`src/core/bsma_params.svh`:
```
// Constants of the boot select and code area alias block.
// Assumes a 32-bit byte address space and a 200 MHz system clock.
`ifndef BSMA_PARAMS_SVH
`define BSMA_PARAMS_SVH

// ============================================================
// Register offsets and fields
`define BSMA_REG_REMAP       8'h00
`define BSMA_REG_STATUS      8'h04
`define BSMA_REMAP_MSB       2
`define BSMA_REMAP_LSB       0
`define BSMA_REMAP_RESET     3'h0
`define BSMA_STAT_PIN        0
`define BSMA_STAT_HIGH       1
`define BSMA_STAT_BANK2      2
`define BSMA_STAT_MODE_MSB   6
`define BSMA_STAT_MODE_LSB   4
`define BSMA_STAT_READY      8

// ============================================================
// Timing: settle time after reset or wakeup before capture
`define BSMA_SETTLE_NS       20
`define BSMA_CLK_MHZ         200
`define BSMA_SETTLE_CYCLES   ((`BSMA_SETTLE_NS * `BSMA_CLK_MHZ + 999) / 1000)

// ============================================================
// Native memory ranges
`define BSMA_FLASH_BASE      32'h0800_0000
`define BSMA_FLASH_LAST      32'h080f_ffff
`define BSMA_SYS_BASE        32'h1fff_0000
`define BSMA_SYS_LAST        32'h1fff_ffff
`define BSMA_SRAM1_BASE      32'h2000_0000
`define BSMA_SRAM1_LAST      32'h2001_7fff
`define BSMA_SRAM2_BASE      32'h1000_0000
`define BSMA_SRAM2_LAST      32'h1000_7fff
`define BSMA_XSM_BASE        32'h6000_0000
`define BSMA_XSM_LAST        32'h67ff_ffff
`define BSMA_QSF_BASE        32'h9000_0000
`define BSMA_QSF_LAST        32'h9fff_ffff

// ============================================================
// Alias window at address zero
`define BSMA_ZERO            32'h0000_0000
`define BSMA_ALIAS_FLASH     32'h000f_ffff
`define BSMA_ALIAS_SRAM1     32'h0001_7fff
`define BSMA_ALIAS_SYS       32'h0000_6fff
`define BSMA_CODE_LAST       32'h07ff_ffff

`endif

```
`src/core/bsma_pkg.sv`:
```
// Types shared by the boot select and code area alias block.
// Assumes the constants header is included by the design files.
package bsma_pkg;

    // ============================================================
    // Memory a request lands in
    typedef enum logic [2:0] {
        BSMA_TGT_NONE,
        BSMA_TGT_FLASH,
        BSMA_TGT_SYSMEM,
        BSMA_TGT_SRAM1,
        BSMA_TGT_SRAM2,
        BSMA_TGT_XSM,
        BSMA_TGT_QSF
    } bsma_target_t;

    // ============================================================
    // Memory placed in the code area
    typedef enum logic [2:0] {
        BSMA_MAP_FLASH,
        BSMA_MAP_SYSMEM,
        BSMA_MAP_SRAM1,
        BSMA_MAP_XSM,
        BSMA_MAP_QSF
    } bsma_map_t;

    // ============================================================
    // Boot capture sequencer
    typedef enum logic [1:0] {
        BSMA_ST_SETTLE,
        BSMA_ST_CAPTURE,
        BSMA_ST_RUN
    } bsma_state_t;

    typedef struct packed {
        logic        valid;
        logic        instrBus;
        logic [31:0] addr;
    } bsma_req_t;

    typedef struct packed {
        logic         valid;
        logic         err;
        bsma_target_t target;
        logic [31:0]  offset;
    } bsma_resp_t;

endpackage : bsma_pkg

```
`src/core/bsma_sync2.sv`:
```
// Two flip-flop synchroniser for one asynchronous level.
// Assumes the input is a pin with no relation to clk.
`timescale 1ns/1ps
`default_nettype none

module bsma_sync2 (
    // Clock and reset
    input  wire logic clk,
    input  wire logic srst,
    // Level in and out
    input  wire logic din,
    output logic      dout
);

    logic [1:0] stage_reg;

    // ============================================================
    // Shift chain; only the last stage is read outside
    // One process owns the whole chain, so no bit has two drivers
    always_ff @(posedge clk) begin
        if (srst) begin
            stage_reg <= 2'h0;
        end else begin
            stage_reg <= {stage_reg[0], din};
        end
    end

    assign dout = stage_reg[1];

endmodule : bsma_sync2
`default_nettype wire

```
`src/core/bsma_boot_alias.sv`:
```
// Boot mode capture, code area remap and address decode for the core.
// Assumes the core waits for bootReady before its first fetch, and
// that the option bits come from logic on clk.
//
// Summary of operation
// RL1: Latched boot pin low selects main flash at zero, any high select.
// RL2: Pin high and high select low put system memory at zero.
// RL3: Pin high and high select high put SRAM1 at zero.
// RL4: High boot select is the inverse of the stored inverted option bit.
// RL5: Pin and option bit are captured once after reset and held.
// RL6: Every Standby exit samples them again and redoes the selection.
// RL7: Outside keeps pin and option bit steady throughout Standby.
// RL8: After settle, core reads stack pointer at zero, vector at next word.
// RL9: Flash boot decodes flash at zero and at its own base.
// RL10: System boot maps system memory at zero and keeps its base.
// RL11: SRAM boot maps SRAM1 at zero and keeps its base.
// RL12: Second bank bit with flash pins starts from system memory.
// RL13: Software remap register picks which memory fills the code area.
// RL14: SRAM1 range decodes in every mode.
// RL15: System memory, OTP and option bytes range decodes in every mode.
// RL16: SRAM2 decodes in every mode; the span above it is reserved.
// RL17: Main flash decodes in every mode; the span above it is reserved.
// RL18: Alias spans 1 Mbyte, 96 Kbyte or 28 Kbyte; rest reserved.
// RL19: External static memory alias covers two 64 Mbyte regions.
// RL20: Quad serial flash alias covers 128 Mbytes.
// RL21: External remap is reached by the instruction bus; native stays.
// RL22: Reserved addresses answer with an error, never memory data.
`timescale 1ns/1ps
`default_nettype none
`include "bsma_params.svh"

module bsma_boot_alias
    import bsma_pkg::*;
(
    // Clock and reset
    input  wire logic       clk,
    input  wire logic       srst,
    // Boot straps and power events
    input  wire logic       bootSelectPin,
    input  wire logic       invertedBootOptionBit,
    input  wire logic       secondBankBootBit,
    input  wire logic       standbyExit,
    // Core fetch and data requests
    input  wire bsma_req_t  codeReq,
    output bsma_resp_t      codeResp,
    // Register port
    input  wire logic [7:0] regAddr,
    input  wire logic [31:0] regWrData,
    input  wire logic       regWrStrobe,
    input  wire logic       regRdStrobe,
    output logic [31:0]     regRdData,
    // Boot status
    output logic            bootReady,
    output bsma_map_t       bootMode
);

    // ============================================================
    // Declarations
    localparam logic [2:0] SettleLast = 3'(`BSMA_SETTLE_CYCLES - 1);

    logic         pinSync;
    bsma_state_t  state_reg;
    bsma_state_t  state_next;
    logic [2:0]   settleCnt_reg;
    logic         pinLatched_reg;
    logic         highSel_reg;
    logic         bank2_reg;
    bsma_map_t    bootMode_reg;
    bsma_map_t    remap_reg;
    logic         ready_reg;
    bsma_map_t    captureMode;
    logic         highSelNow;
    logic         remapWrite;
    logic [2:0]   remapField;
    bsma_target_t decTarget;
    logic [31:0]  decOffset;
    logic [31:0]  rdValue;
    bsma_resp_t   resp_reg;
    logic [31:0]  rdData_reg;

    // ============================================================
    // Helpers
    function automatic logic inRange(
        input logic [31:0] a,
        input logic [31:0] lo,
        input logic [31:0] hi
    );
        inRange = (a >= lo) && (a <= hi);
    endfunction : inRange

    function automatic logic legalMap(input logic [2:0] code);
        legalMap = (code <= 3'(BSMA_MAP_QSF));
    endfunction : legalMap

    // ============================================================
    // Pin synchroniser; option bits are already on clk
    bsma_sync2 u_pinSync (
        .clk  (clk),
        .srst (srst),
        .din  (bootSelectPin),
        .dout (pinSync)
    );

    // ============================================================
    // Capture sequencer
    // Settling covers the synchroniser depth so a stale pin
    // value from before reset is never captured.
    always_comb begin
        state_next = state_reg;
        case (state_reg)
            BSMA_ST_SETTLE: begin
                if (settleCnt_reg == SettleLast) begin
                    state_next = BSMA_ST_CAPTURE;
                end
            end
            BSMA_ST_CAPTURE: begin
                state_next = BSMA_ST_RUN;
            end
            BSMA_ST_RUN: begin
                state_next = BSMA_ST_RUN;
            end
            default: begin
                state_next = BSMA_ST_SETTLE;
            end
        endcase
        if (standbyExit) begin
            state_next = BSMA_ST_SETTLE; // RL6
        end
    end

    always_ff @(posedge clk) begin
        if (srst) begin
            state_reg <= BSMA_ST_SETTLE;
        end else begin
            state_reg <= state_next;
        end
    end

    always_ff @(posedge clk) begin
        if (srst) begin
            settleCnt_reg <= 3'h0;
        end else if (standbyExit || state_reg != BSMA_ST_SETTLE) begin
            settleCnt_reg <= 3'h0;
        end else if (settleCnt_reg != SettleLast) begin
            settleCnt_reg <= settleCnt_reg + 3'h1;
        end
    end

    // ============================================================
    // Boot mode from straps
    assign highSelNow = ~invertedBootOptionBit; // RL4

    always_comb begin
        if (!pinSync) begin
            if (secondBankBootBit) begin
                captureMode = BSMA_MAP_SYSMEM; // RL12
            end else begin
                captureMode = BSMA_MAP_FLASH; // RL1
            end
        end else if (!highSelNow) begin
            captureMode = BSMA_MAP_SYSMEM; // RL2
        end else begin
            captureMode = BSMA_MAP_SRAM1; // RL3
        end
    end

    // Held until the next reset or Standby exit
    always_ff @(posedge clk) begin
        if (srst) begin
            pinLatched_reg <= 1'b0;
            highSel_reg    <= 1'b0;
            bank2_reg      <= 1'b0;
            bootMode_reg   <= BSMA_MAP_FLASH;
        end else if (state_reg == BSMA_ST_CAPTURE) begin
            pinLatched_reg <= pinSync; // RL5
            highSel_reg    <= highSelNow;
            bank2_reg      <= secondBankBootBit;
            bootMode_reg   <= captureMode;
        end
    end

    always_ff @(posedge clk) begin
        if (srst) begin
            ready_reg <= 1'b0;
        end else if (standbyExit) begin
            ready_reg <= 1'b0; // RL8
        end else if (state_reg == BSMA_ST_CAPTURE) begin
            ready_reg <= 1'b1; // RL8
        end
    end

    // ============================================================
    // Remap register
    // A capture overrides a software write in the same cycle, so
    // the code area after wakeup always follows the straps.
    assign remapWrite = regWrStrobe && (regAddr == `BSMA_REG_REMAP);
    assign remapField = regWrData[`BSMA_REMAP_MSB:`BSMA_REMAP_LSB];

    always_ff @(posedge clk) begin
        if (srst) begin
            remap_reg <= bsma_map_t'(`BSMA_REMAP_RESET);
        end else if (state_reg == BSMA_ST_CAPTURE) begin
            remap_reg <= captureMode; // RL6
        end else if (remapWrite && legalMap(remapField)) begin
            remap_reg <= bsma_map_t'(remapField); // RL13
        end
    end

    // ============================================================
    // Address decode
    // Native ranges win over the alias window; they never overlap it.
    always_comb begin
        decTarget = BSMA_TGT_NONE;
        decOffset = 32'h0;
        if (inRange(codeReq.addr, `BSMA_SRAM1_BASE, `BSMA_SRAM1_LAST)) begin
            decTarget = BSMA_TGT_SRAM1; // RL14
            decOffset = codeReq.addr - `BSMA_SRAM1_BASE;
        end else if (inRange(codeReq.addr, `BSMA_SYS_BASE, `BSMA_SYS_LAST)) begin
            decTarget = BSMA_TGT_SYSMEM; // RL15
            decOffset = codeReq.addr - `BSMA_SYS_BASE;
        end else if (inRange(codeReq.addr, `BSMA_SRAM2_BASE, `BSMA_SRAM2_LAST)) begin
            decTarget = BSMA_TGT_SRAM2; // RL16
            decOffset = codeReq.addr - `BSMA_SRAM2_BASE;
        end else if (inRange(codeReq.addr, `BSMA_FLASH_BASE, `BSMA_FLASH_LAST)) begin
            decTarget = BSMA_TGT_FLASH; // RL17
            decOffset = codeReq.addr - `BSMA_FLASH_BASE;
        end else if (inRange(codeReq.addr, `BSMA_XSM_BASE, `BSMA_XSM_LAST)) begin
            decTarget = BSMA_TGT_XSM; // RL21
            decOffset = codeReq.addr - `BSMA_XSM_BASE;
        end else if (inRange(codeReq.addr, `BSMA_QSF_BASE, `BSMA_QSF_LAST)) begin
            decTarget = BSMA_TGT_QSF; // RL21
            decOffset = codeReq.addr - `BSMA_QSF_BASE;
        end else if (inRange(codeReq.addr, `BSMA_ZERO, `BSMA_CODE_LAST)) begin
            case (remap_reg)
                BSMA_MAP_FLASH: begin
                    if (inRange(codeReq.addr, `BSMA_ZERO, `BSMA_ALIAS_FLASH)) begin
                        decTarget = BSMA_TGT_FLASH; // RL9
                        decOffset = codeReq.addr; // RL18
                    end
                end
                BSMA_MAP_SYSMEM: begin
                    if (inRange(codeReq.addr, `BSMA_ZERO, `BSMA_ALIAS_SYS)) begin
                        decTarget = BSMA_TGT_SYSMEM; // RL10
                        decOffset = codeReq.addr; // RL18
                    end
                end
                BSMA_MAP_SRAM1: begin
                    if (inRange(codeReq.addr, `BSMA_ZERO, `BSMA_ALIAS_SRAM1)) begin
                        decTarget = BSMA_TGT_SRAM1; // RL11
                        decOffset = codeReq.addr; // RL18
                    end
                end
                BSMA_MAP_XSM: begin
                    // Region 1 low, region 2 above; offset keeps the split
                    if (codeReq.instrBus) begin
                        decTarget = BSMA_TGT_XSM; // RL19 RL21
                        decOffset = codeReq.addr;
                    end
                end
                BSMA_MAP_QSF: begin
                    if (codeReq.instrBus) begin
                        decTarget = BSMA_TGT_QSF; // RL20 RL21
                        decOffset = codeReq.addr;
                    end
                end
                default: begin
                    decTarget = BSMA_TGT_NONE;
                end
            endcase
        end
    end

    // ============================================================
    // Registered answer to the core
    // Before capture the alias is not yet valid, so every access
    // errors rather than fetching from a guessed memory.
    always_ff @(posedge clk) begin
        if (srst) begin
            resp_reg <= '0;
        end else begin
            resp_reg.valid <= codeReq.valid;
            if (codeReq.valid && ready_reg && decTarget != BSMA_TGT_NONE) begin
                resp_reg.err    <= 1'b0;
                resp_reg.target <= decTarget;
                resp_reg.offset <= decOffset;
            end else begin
                resp_reg.err    <= codeReq.valid; // RL22
                resp_reg.target <= BSMA_TGT_NONE;
                resp_reg.offset <= 32'h0;
            end
        end
    end

    // ============================================================
    // Register read
    always_comb begin
        rdValue = 32'h0;
        if (regAddr == `BSMA_REG_REMAP) begin
            rdValue[`BSMA_REMAP_MSB:`BSMA_REMAP_LSB] = remap_reg;
        end else if (regAddr == `BSMA_REG_STATUS) begin
            rdValue[`BSMA_STAT_PIN]   = pinLatched_reg;
            rdValue[`BSMA_STAT_HIGH]  = highSel_reg;
            rdValue[`BSMA_STAT_BANK2] = bank2_reg;
            rdValue[`BSMA_STAT_MODE_MSB:`BSMA_STAT_MODE_LSB] = bootMode_reg;
            rdValue[`BSMA_STAT_READY] = ready_reg;
        end
    end

    // Data stand for one cycle only; zero otherwise
    always_ff @(posedge clk) begin
        if (srst) begin
            rdData_reg <= 32'h0;
        end else if (regRdStrobe) begin
            rdData_reg <= rdValue;
        end else begin
            rdData_reg <= 32'h0;
        end
    end

    // ============================================================
    // Outputs
    assign codeResp  = resp_reg;
    assign regRdData = rdData_reg;
    assign bootReady = ready_reg;
    assign bootMode  = bootMode_reg;

endmodule : bsma_boot_alias
`default_nettype wire

```
`config.mk`:
```
export PLATFORM = sky130hd
export DESIGN_NAME = bsma_boot_alias
export DESIGN_NICKNAME = d
export VERILOG_FILES = /design/src/core/bsma_pkg.sv /design/src/core/bsma_sync2.sv /design/src/core/bsma_boot_alias.sv
export VERILOG_INCLUDE_DIRS = /design/src /design/src/core
export SDC_FILE = /design/constraint.sdc
export NUM_CORES = 1
export LEC_CHECK = 0
export BUFFER_PORTS_ARGS = -buffer_cell sky130_fd_sc_hd__buf_4
export CAP_MARGIN = 20
export CORE_UTILIZATION = 52
export CTS_CLUSTER_DIAMETER = 80
export DETAILED_ROUTE_END_ITERATION = 8
export MAX_ROUTING_LAYER = met4
export PLACE_DENSITY_LB_ADDON = 0.25
export SLEW_MARGIN = 30
export SYNTH_ARGS = -nofsm -noshare
export SYNTH_HDL_FRONTEND = slang
export SYNTH_HIERARCHICAL = 1
export SYNTH_SLANG_ARGS = --single-unit
```
`constraint.sdc`:
```
create_clock -name clk -period 5.5 [get_ports clk]
set_input_delay 0.55 -clock clk [delete_from_list [all_inputs] [get_ports clk]]
set_output_delay 0.55 -clock clk [all_outputs]
set_load 0.03 [all_outputs]
```
== After elaboration in Yosys (flattened, before gate mapping) ==
Cells that the tools add are included.

* $add $sub $neg: 7
* Order comparisons: 18
* Equal/unequal tests: 10
* Mux-type cells: 34
* Bitwise logic cells: 4
* Reduce and logical (&&, ||, !) cells: 29

{| class="wikitable"
|+ Operators by type and width
! operator !! count
|-
| two-way mux 32 bit || 11
|-
| case mux 32 bit (4 select lines) || 1
|-
| greater-or-equal comparator 32 x 29 -> 1 bit, second input constant || 2
|-
| less-or-equal comparator 32 x 29 -> 1 bit, second input constant || 2
|-
| subtractor 32 x 29 -> 32 bit, second input constant || 2
|-
| two-way mux 3 bit || 14
|-
| greater-or-equal comparator 32 x 1 -> 1 bit, second input constant || 1
|-
| greater-or-equal comparator 32 x 28 -> 1 bit, second input constant || 1
|-
| greater-or-equal comparator 32 x 30 -> 1 bit, second input constant || 1
|-
| greater-or-equal comparator 32 x 31 -> 1 bit, second input constant || 1
|-
| greater-or-equal comparator 32 bit, second input constant || 1
|-
| less-or-equal comparator 32 x 15 -> 1 bit, second input constant || 1
|-
| less-or-equal comparator 32 x 17 -> 1 bit, second input constant || 1
|-
| less-or-equal comparator 32 x 20 -> 1 bit, second input constant || 1
|-
| less-or-equal comparator 32 x 27 -> 1 bit, second input constant || 1
|-
| less-or-equal comparator 32 x 28 -> 1 bit, second input constant || 1
|-
| less-or-equal comparator 32 x 30 -> 1 bit, second input constant || 1
|-
| less-or-equal comparator 32 x 31 -> 1 bit, second input constant || 1
|-
| less-or-equal comparator 32 bit, second input constant || 1
|-
| subtractor 32 x 28 -> 32 bit, second input constant || 1
|-
| subtractor 32 x 30 -> 32 bit, second input constant || 1
|-
| subtractor 32 x 31 -> 32 bit, second input constant || 1
|-
| subtractor 32 bit, second input constant || 1
|-
| case mux 3 bit (5 select lines) || 1
|-
| other kinds (23) || 52
|}

* Flip-flop bits (word level): 86
* Input port bits: 82
* Output and inout port bits: 73

== Longest topological paths before layout ==
Gate-level depths: netlist (run 1).

* Depth after elaboration: 15
* Gate-level depth with buffers: 13
* Depth with buffers taken out: 10

== Modules after synthesis ==
Netlist (run 1), hierarchy kept.

{| class="wikitable"
|+ By module, submodules not included
! module !! times used !! cells each !! area an instance (sq um)
|-
| bsma_boot_alias || 1 || 419 || 3454.6
|-
| bsma_sync2 || 1 || 4 || 52.6
|}

== Worst setup path after synthesis (run 1) ==
OpenSTA, ideal clock, no wires.

* Path type: in2reg
* Start: in codeReq[29] (netlist name)
* End: reg resp_reg, in the netlist codeResp[25]
* Data arrival time: 3.282 ns
* Required time: 5.365 ns
* Setup slack: 2.084 ns
* Stages: 12
* Path buffers: 2
* Cells stage by stage: clkbuf_1 -> inv_1 -> ha_1 -> nor3b_1 -> nand4_1 -> or4_1 -> o21ai_1 -> nand2_1 -> o221a_2 -> o311ai_2 -> buf_4 -> a21oi_1

* Word-level cells in the longest chain between the ends: 15
* Elaborated cells on any way between the ends: 53
* Those cells by class: 17 x order compare; 22 x mux; 1 x bitwise; 13 x reduce/logical

{| class="wikitable"
|+ RTL lines
! item !! line !! text
|-
| from (decl) || bsma_boot_alias.sv:44 || <nowiki>input wire bsma_req_t codeReq,</nowiki>
|-
| greater-or-equal comparator 32 x 1 -> 1 bit, or another cell as far along || bsma_boot_alias.sv:88 || <nowiki>inRange = (a >= lo) && (a <= hi);</nowiki>
|-
| logical AND 1 bit || bsma_boot_alias.sv:88 ||
|-
| two-way mux 2 bit, or another cell as far along || bsma_boot_alias.sv:248 || <nowiki>if (inRange(codeReq.addr, `BSMA_ZERO, `BSMA_ALIAS_SRAM1)) begin</nowiki>
|-
| case mux 3 bit (5 select lines) || bsma_boot_alias.sv:234 || <nowiki>case (remap_reg)</nowiki>
|-
| two-way mux 3 bit || bsma_boot_alias.sv:233 || <nowiki>end else if (inRange(codeReq.addr, `BSMA_ZERO, `BSMA_CODE_LAST)) begin</nowiki>
|-
| two-way mux 3 bit || bsma_boot_alias.sv:230 || <nowiki>end else if (inRange(codeReq.addr, `BSMA_QSF_BASE, `BSMA_QSF_LAST)) begin</nowiki>
|-
| two-way mux 3 bit || bsma_boot_alias.sv:227 || <nowiki>end else if (inRange(codeReq.addr, `BSMA_XSM_BASE, `BSMA_XSM_LAST)) begin</nowiki>
|-
| two-way mux 3 bit || bsma_boot_alias.sv:224 || <nowiki>end else if (inRange(codeReq.addr, `BSMA_FLASH_BASE, `BSMA_FLASH_LAST)) begin</nowiki>
|-
| two-way mux 3 bit || bsma_boot_alias.sv:221 || <nowiki>end else if (inRange(codeReq.addr, `BSMA_SRAM2_BASE, `BSMA_SRAM2_LAST)) begin</nowiki>
|-
| two-way mux 3 bit || bsma_boot_alias.sv:218 || <nowiki>end else if (inRange(codeReq.addr, `BSMA_SYS_BASE, `BSMA_SYS_LAST)) begin</nowiki>
|-
| two-way mux 3 bit || bsma_boot_alias.sv:215 || <nowiki>if (inRange(codeReq.addr, `BSMA_SRAM1_BASE, `BSMA_SRAM1_LAST)) begin</nowiki>
|-
| nonzero test 3 bit || bsma_boot_alias.sv:282 || <nowiki>if (codeReq.valid && ready_reg && decTarget != BSMA_TGT_NONE) begin</nowiki>
|-
| logical AND 1 bit || bsma_boot_alias.sv:282 ||
|-
| NOT 1 bit (no source line) || -- ||
|-
| OR reduction 2 bit (no source line) || -- ||
|-
| to (decl) || bsma_boot_alias.sv:78 || <nowiki>bsma_resp_t resp_reg;</nowiki>
|}

Parallel ways exist; a longest one is shown, timed or not.
A chain may end at the register's enable or synchronous reset.

== Worst setup path in the final report (run 1) ==
* Start: in codeReq[29] (netlist name)
* End: reg resp_reg, in the netlist codeResp[29]

The elaborated chain is that of the path after synthesis.

==> results of run 1 <==
==> layer usage <==
metal | wire length, µm | part of all wire | vias up | GRT usage
met1 | 3880 | 0.42 | 1580 | 0.336
met5 | 0 | 0 | - | -
li1 | - | - | 1657 | -
met3 | 839 | 0.092 | 24 | 0.0772
met4 | 206 | 0.022 | 0 | 0.111
met2 | 4230 | 0.46 | 182 | 0.415
==> layout make-up <==
type	instances	area, µm²	share of cell area
sequential	59	1180	0.270
multi-input combinational	314	2030	0.463
clock inverter	5	61.3	0.0140
timing repair buffer	100	751	0.171
inverter	32	120	0.0274
clock buffer	11	141	0.0323
tap	77	96.3	0.0220
==> cell families (layout without fill, tap and decap cells) <==
logic type	Yosys count	in the layout	share of synthesized area
AOI/OAI and AO/OA	93	93	0.182
xor gates and xnor gates	3	3	0.00749
adders and majority gates	19	19	0.0678
buffers and inverters	76	148	0.115
DFF	59	59	0.337
muxes	11	11	0.0321
other	1	27	0.00107
and+or+nand+nor	161	161	0.258
==> synth_stat cells (3+ instances only) <==
cell type / n / share of area
o211ai_1: 3 / 0.0064
ha_1: 19 / 0.068
nand2b_1: 3 / 0.0054
or3_1: 6 / 0.011
buf_4: 29 / 0.062
o21ai_0: 21 / 0.030
nand2_1: 24 / 0.026
and3_1: 7 / 0.012
nor3b_2: 4 / 0.014
nand4_1: 11 / 0.020
o31ai_1: 3 / 0.0064
o21ai_1: 5 / 0.0071
o21a_1: 6 / 0.013
nor3b_1: 3 / 0.0064
mux2i_1: 9 / 0.026
a21oi_1: 19 / 0.027
inv_1: 32 / 0.034
nor2b_1: 5 / 0.0089
nor2_1: 45 / 0.048
dfxtp_1: 59 / 0.34
or4_1: 5 / 0.011
o22ai_1: 3 / 0.0054
a31oi_1: 5 / 0.0089
nor4_1: 12 / 0.021
nor3_1: 7 / 0.010
a311oi_1: 3 / 0.0075
nand3_1: 10 / 0.014
or3b_2: 3 / 0.0075
clkbuf_1: 13 / 0.014
==> report_power, final <==
| group | leakage [nW] | switching [mW] | internal [mW] |
|---|---|---|---|
| clock | 0.0922 | 0.174 | 0.223 |
| combinational | 1.34 | 0.0906 | 0.0511 |
| sequential | 0.476 | 0.00159 | 0.430 |
| total | 1.91 | 0.267 | 0.704 |
==> worst max path at each step <==
stage	from	to	slack, ns
2_1_floorplan	codeReq[29]	codeResp[25]$_SDFF_PP0_	2.08
3_3_place_gp	codeReq[29]	codeResp[29]$_SDFF_PP0_	1.54
3_5_place_dp	codeReq[29]	codeResp[29]$_SDFF_PP0_	1.55
4_1_cts	codeReq[29]	codeResp[29]$_SDFF_PP0_	1.89
5_1_grt	codeReq[29]	codeResp[28]$_SDFF_PP0_	1.44
6_report	codeReq[29]	codeResp[29]$_SDFF_PP0_	1.78
==> per-stage QoR <==
stage / cell area [µm²] / power (mW) / setup WS, ns
after global routing: 4380 / 1.01 / 1.44
after floorplan: 3600 / 0.539 / 2.08
final: 4380 / 0.971 / 1.78
after detailed placement: 4180 / 0.580 / 1.55
after global placement: 4180 / 0.577 / 1.54
after CTS: 4380 / 0.976 / 1.89
==> results.json, run 1 <==
{
  "outcome": "finished, violations left",
  "violations": "DRC",
  "path_delay_family": "simple AND/OR/NAND/NOR gates",
  "syn-cell-area_um2": 3510,
  "io_buffers": 98,
  "fill_cells": 543,
  "grt_pass1_wl_mm": 14.8,
  "first_iter_violations": 262,
  "finalSetupViolations": 0,
  "worst-r2r-setup-slack_ns": 2.47,
  "postCtsSetupRepairBufs": 0,
  "ys_warn_count": 6,
  "synth_edf_count": 0,
  "drtPass1Iterations": 9,
  "vias": 3443,
  "critPathLaunchType": "input pin",
  "numClockSinks": 59,
  "drt-total-wl_mm": 9.16,
  "path_max_fanout": 33,
  "peakVddDrop_mv": 0.115,
  "r2r-end": "codeResp[29]$_SDFF_PP0_",
  "r2r_cells": 9,
  "rsz0062_at_grt": "false",
  "fmax_mhz": 269,
  "worst_pin_slew_ns": 0.819,
  "tns_ns": 0,
  "cts_buffers": 9,
  "hold-path-endpoint": "state_reg[1]$_SDFFE_PP0P_",
  "final_cell_mix": "buf_4 (100), dfxtp_1 (59), nor2_1 (45)",
  "start_util": 0.546,
  "antenna_found_initial": 0,
  "critical_path.max_stage_delay_ns": 0.68,
  "cp-end-kind": "register",
  "cts_tree": "built",
  "worst-endpoint-required_ns": 5.75,
  "netlist-cell-type-count": 67,
  "hold_ws_ns": 0.387,
  "final_common_cell": "buf_4",
  "powerDensity_nw_per_um2": 222,
  "cp_cell_sequence": "buf_4 > inv_1 > ha_1 > nor3b_1 > nand4_1 > or4_1 > o21ai_1 > nand2_1 > a311oi_1 > o311ai_4 > buf_4 > a221oi_1",
  "die_x_um": 84.1,
  "slew_headroom": 0.449,
  "drive_gt1_frac": 0.257,
  "ant_nets": 0,
  "post_drt_wl_per_cell_um": 15.3,
  "min_period_ns": 3.72,
  "cts_resized": 0,
  "clkTransAtPathRegs_ns": 0.07,
  "yosysSeqAreaShare": 0.337,
  "grt_pass1_vias": 3102,
  "final_cells": 598,
  "row_count": 29,
  "viasPerCell": 5.76,
  "dp_hpwl_mm": 6.79,
  "drc_errors": 24,
  "holdPathStages": 2,
  "ios": 155,
  "clock_path_buffers": 2,
  "diodes": 0,
  "drv_slew": 0,
  "dp.cells": 582,
  "clockRootBuffer": "clkbuf_8",
  "ys_async_sr_fraction": 0,
  "worstHoldPathType": "in -> reg",
  "htree_num_levels": 3,
  "reg2reg_from": "remap_reg[1]$_SDFFE_PP0P_",
  "path_buf_inv": 3,
  "grt_max_degree": 34,
  "grt-ovfl-total": 0,
  "place_congestion": 1.02,
  "synth_flop_cell": "dfxtp_1",
  "crit_top_cell": "buf_4",
  "maxCapViolCount": 0,
  "p_leak_nw": 1.91,
  "dieArea_um2": 7080,
  "arrival_ns": 3.97,
  "die_y_um": 84.1,
  "coreArea_um2": 6420,
  "path_depth": 12,
  "synth-seq-cells": 59,
  "finClkSkew_ns": 0.00768,
  "syn_area_per_cell_um2": 8.29,
  "largest_register_ffs": 37,
  "clk_latency_ns": 0.34,
  "layout-area-overhead-vs-synth_pct": 24.9,
  "fin_crit_sh": 0.677,
  "hp-start": "standbyExit",
  "cp_slowest_cell": "a311oi_1",
  "layout.nets": 617,
  "worstSetupPathType": "in -> reg",
  "hold_viol_final": 0,
  "postCtsHoldBufs": 0,
  "grt_util_all_layers": 0.271,
  "post-route-util": 0.682,
  "synthCells": 423
}
No activity file was read; power rests on OpenSTA's default activity.
==> run 2, diff against run 1 <==
Settings changed: CORE_UTILIZATION 52 to 43.
Clock period 5.5 ns to 3.3 ns, I/O delays scaled along.
==> results.json, run 2 (same netlist as run 1, synthesis figures left out) <==
{
  "place_congestion": 0.911,
  "path_max_fanout": 30,
  "grt-ovfl-total": 0,
  "htree_num_levels": 3,
  "drv_slew": 0,
  "pwr-share-comb": 0.167,
  "io_buffers": 98,
  "rsz0062_at_grt": "false",
  "outcome": "completed",
  "antenna_found_initial": 0,
  "cts_resized": 0,
  "clk_latency_ns": 0.34,
  "critPathLaunchType": "input pin",
  "drtPass1Iterations": 6,
  "arrival_ns": 3.21,
  "coreArea_um2": 7810,
  "p_leak_nw": 2.02,
  "cts_buffers": 9,
  "drt-total-wl_mm": 9.87,
  "cp-end-kind": "register",
  "powerDensity_nw_per_um2": 332,
  "die_y_um": 92.3,
  "finalSetupViolations": 0,
  "clockRootBuffer": "clkbuf_8",
  "postCtsSetupRepairBufs": 0,
  "diodes": 0,
  "dieArea_um2": 8520,
  "grt_max_degree": 31,
  "start_util": 0.449,
  "numClockSinks": 59,
  "final_common_cell": "buf_4",
  "tns_ns": 0,
  "fin_crit_sh": 0.898,
  "clock_path_buffers": 2,
  "ant_nets": 0,
  "peakVddDrop_mv": 0.161,
  "fmax_mhz": 337,
  "clkPwrFrac": 0.358,
  "drc_errors": 0,
  "min_period_ns": 2.96,
  "viasPerCell": 5.40,
  "layout.nets": 641,
  "cts_tree": "built",
  "fill_cells": 745,
  "vias": 3480,
  "power.share.sequential": 0.475,
  "grt_util_all_layers": 0.242,
  "dpl_cell_area_um2": 4400,
  "layout-area-overhead-vs-synth_pct": 30.0,
  "grt_pass1_wl_mm": 15.8,
  "largest_register_ffs": 37,
  "worstSetupPathType": "in -> reg",
  "post_drt_wl_per_cell_um": 15.3,
  "slew_headroom": 0.601,
  "grt_pass1_vias": 3251,
  "worst-endpoint-required_ns": 3.55,
  "worst_pin_slew_ns": 0.593,
  "dp_hpwl_mm": 7.71,
  "finClkSkew_ns": 0.00776,
  "swShare": 0.280,
  "netSwitchingPower_uw": 424,
  "fin_area_um2": 4560,
  "worstHoldPathType": "in -> reg",
  "die_x_um": 92.3,
  "first_iter_violations": 167,
  "maxCapViolCount": 0,
  "row_count": 32,
  "postCtsHoldBufs": 0,
  "clkTransAtPathRegs_ns": 0.06,
  "p_int_mw": 1.09,
  "fin_ws_ns": 0.336,
  "ios": 155,
  "pre_cts_ws_ns": 0.0518,
  "final_cell_mix": "buf_4 (123), dfxtp_1 (59), nor2_1 (45)",
  "drive_gt1_frac": 0.288,
  "hold_viol_final": 0
}
==> run 2: cell count changes in the layout (fill, tap and decap cells not counted) <==
cell	change
inv_6	-1
clkbuf_1	-1
clkinv_2	+2
bufinv_16	-1
buf_4	+23
buf_12	+1
clkinvlp_4	-2
==> run 2: final timing paths <==
path                                                          end  slack (ns)  cells after the start                              start
worst min register to register  u_pinSync/stage_reg[1]$_SDFF_PP0_        0.44                      1  u_pinSync/stage_reg[0]$_SDFF_PP0_
worst min-delay path                    state_reg[0]$_SDFFE_PP0P_        0.17                      2                        standbyExit
worst max-delay path                      codeResp[18]$_SDFF_PP0_        0.34                     10                         codeReq[1]
worst max register to register            codeResp[18]$_SDFF_PP0_        0.56                     10          remap_reg[1]$_SDFFE_PP0P_
==> run 2: layout make-up <==
| cell class | instances | area [µm²] | area share |
|---|---|---|---|
| well taps | 102 | 128 | 0.0280 |
| repair buffers | 124 | 943 | 0.207 |
| flip-flops and latches | 59 | 1180 | 0.259 |
| clock inverters | 3 | 17.5 | 0.00384 |
| multi-input cells | 314 | 2030 | 0.446 |
| inverters | 32 | 120 | 0.0264 |
| clock buffers | 10 | 138 | 0.0302 |
==> run 2: metrics by stage <==
step | total power, mW | cells | utilization | hold WS, ns
floorplan | 0.898 | 449 | - | 0.402
global placement | 0.980 | 631 | 0.564 | 0.423
detailed placement | 0.984 | 631 | 0.564 | 0.429
CTS | 1.53 | 644 | 0.584 | 0.160
global route | 1.58 | 644 | 0.584 | 0.168
finish | 1.51 | 644 | 0.584 | 0.171
==> run 2: worst max-delay path: stages <==
cell      delay (ns)
buf_4           0.10
nand4_1         0.15
or4_1           0.64
o41a_1          0.41
or4b_1          0.53
a21boi_1        0.19
o31ai_4         0.29
o311ai_4        0.16
buf_12          0.20
nor3b_1         0.20
==> run 2: routing by layer <==
| layer | share of wire | up-vias | track usage |
|---|---|---|---|
| met4 | 0.012 | 0 | 0.0716 |
| met3 | 0.058 | 9 | 0.0476 |
| met5 | 0 | - | - |
| met1 | 0.45 | 1637 | 0.308 |
| li1 | - | 1698 | - |
| met2 | 0.48 | 136 | 0.390 |
==> run 2: power by group through the flow <==
stage          Combinational, mW  Sequential (mW)  Clock (mW)
6_report                   0.253            0.720       0.542
5_1_grt                    0.273            0.720       0.590
4_1_cts                    0.249            0.720       0.561
3_5_place_dp               0.249            0.735           0
3_3_place_gp               0.245            0.735           0
2_1_floorplan              0.160            0.737           0
==> run 3, diff against run 2 <==
Settings changed: ABC_AREA set to 0, CORE_UTILIZATION 43 to 44, CTS_BUF_LIST set to sky130_fd_sc_hd__clkbuf_4.
==> results.json, run 3 (same netlist as run 1, synthesis figures left out) <==
{
  "p_int_mw": 1.14,
  "rsz0062_at_grt": "false",
  "coreArea_um2": 7730,
  "pwr-share-comb": 0.161,
  "total_power_mw": 1.56,
  "ios": 155,
  "hold_viol_final": 0,
  "netSwitchingPower_uw": 427,
  "grt_pass1_vias": 3143,
  "clk_latency_ns": 0.41,
  "worstSetupPathType": "in -> reg",
  "post-route-util": 0.591,
  "numClockSinks": 59,
  "maxCapViolCount": 0,
  "grt-ovfl-total": 0,
  "swShare": 0.273,
  "grt_max_degree": 19,
  "layout-area-overhead-vs-synth_pct": 30.1,
  "min_period_ns": 2.85,
  "largest_register_ffs": 37,
  "die_y_um": 91.3,
  "drc_errors": 0,
  "final_common_cell": "buf_4",
  "drive_gt1_frac": 0.290,
  "postCtsSetupRepairBufs": 0,
  "powerDensity_nw_per_um2": 342,
  "cp-end-kind": "register",
  "first_iter_violations": 253,
  "finalSetupViolations": 0,
  "vias": 3513,
  "dp_hpwl_mm": 7.30,
  "viasPerCell": 5.43,
  "tns_ns": 0,
  "arrival_ns": 3.18,
  "drtPass1Iterations": 5,
  "io_buffers": 98,
  "die_x_um": 91.3,
  "diodes": 0,
  "antenna_found_initial": 0,
  "path_max_fanout": 18,
  "row_count": 32,
  "clkTransAtPathRegs_ns": 0.11,
  "finClkSkew_ns": 0.0130,
  "dieArea_um2": 8330,
  "p_leak_nw": 2.03,
  "clock_path_buffers": 2,
  "fmax_mhz": 351,
  "cts_buffers": 9,
  "drt-total-wl_mm": 9.32,
  "place_congestion": 0.957,
  "hold_ws_ns": 0.0927,
  "post_drt_wl_per_cell_um": 14.4,
  "worstHoldPathType": "in -> reg",
  "start_util": 0.454,
  "critPathLaunchType": "input pin",
  "power.share.sequential": 0.460,
  "cts_tree": "built",
  "slew_headroom": 0.642,
  "worst_pin_slew_ns": 0.532,
  "worst-endpoint-required_ns": 3.63,
  "cts_resized": 0,
  "peakVddDrop_mv": 0.150,
  "final_cell_mix": "buf_4 (123), dfxtp_1 (59), nor2_1 (45)",
  "fin_crit_sh": 0.864,
  "drv_slew": 0,
  "layout.nets": 641,
  "clkPwrFrac": 0.379,
  "ant_nets": 0,
  "htree_num_levels": 3,
  "grt_pass1_wl_mm": 15.0,
  "worst-r2r-setup-slack_ns": 0.62,
  "clockRootBuffer": "clkbuf_4",
  "outcome": "completed",
  "grt_util_all_layers": 0.233,
  "postCtsHoldBufs": 0
}
## run 3: cell types whose count changed in the layout (fill, tap and decap cells not counted)
cell	before	now
clkbuf_4	0	11
clkbuf_8	10	0
bufinv_16	0	2
clkinv_1	0	1
clkinv_2	2	1
clkinv_4	0	1
clkinvlp_4	1	0
## run 3: critical path: stages
cell and delay, ns:
buf_4 0.09, nand4_1 0.17, or4_1 0.63, o41a_1 0.40, or4b_1 0.54, a21boi_1 0.19, o31ai_4 0.28, o311ai_4 0.15
buf_12 0.19, a221oi_1 0.20
## run 3: metrics by stage
stage,instances,cell area (µm²),worst slack [ns]
2_1_floorplan,449,3600,0.104
3_3_place_gp,631,4400,0.0835
3_5_place_dp,631,4400,0.0545
4_1_cts,647,4560,0.469
5_1_grt,647,4560,0.332
6_report,647,4560,0.448
## run 3: final cells by class
| cell class | count | area [µm²] |
|---|---|---|
| flip-flops and latches | 59 | 1180 |
| fillers | 732 | 3160 |
| inverters | 32 | 120 |
| multi-input cells | 314 | 2030 |
| repair buffers | 124 | 943 |
| well taps | 102 | 128 |
| clock buffers | 11 | 82.6 |
| clock inverters | 5 | 77.6 |
## run 3: path summary, 6_finish.rpt
path / start / end / cells after the start
worst max-delay path: codeReq[4] / codeResp[29]$_SDFF_PP0_ / 10
worst min-delay path: standbyExit / state_reg[0]$_SDFFE_PP0P_ / 2
worst max register to register: remap_reg[0]$_SDFFE_PP0P_ / codeResp[29]$_SDFF_PP0_ / 9
worst min register to register: u_pinSync/stage_reg[0]$_SDFF_PP0_ / u_pinSync/stage_reg[1]$_SDFF_PP0_ / 1
## run 3: power groups by stage
stage | clock [mW] | combinational [mW] | sequential, mW
after floorplan | 0 | 0.160 | 0.737
after global placement | 0 | 0.244 | 0.735
after detailed placement | 0 | 0.248 | 0.735
after CTS | 0.607 | 0.249 | 0.719
after global routing | 0.641 | 0.272 | 0.720
final | 0.592 | 0.252 | 0.719
## run 3: routing by layer
metal / share of wire / vias up / global-route usage
met4: 0.021 / 0 / 0.0820
li1: - / 1704 / -
met2: 0.46 / 166 / 0.367
met3: 0.077 / 19 / 0.0519
met1: 0.44 / 1624 / 0.294
met5: 0 / - / -
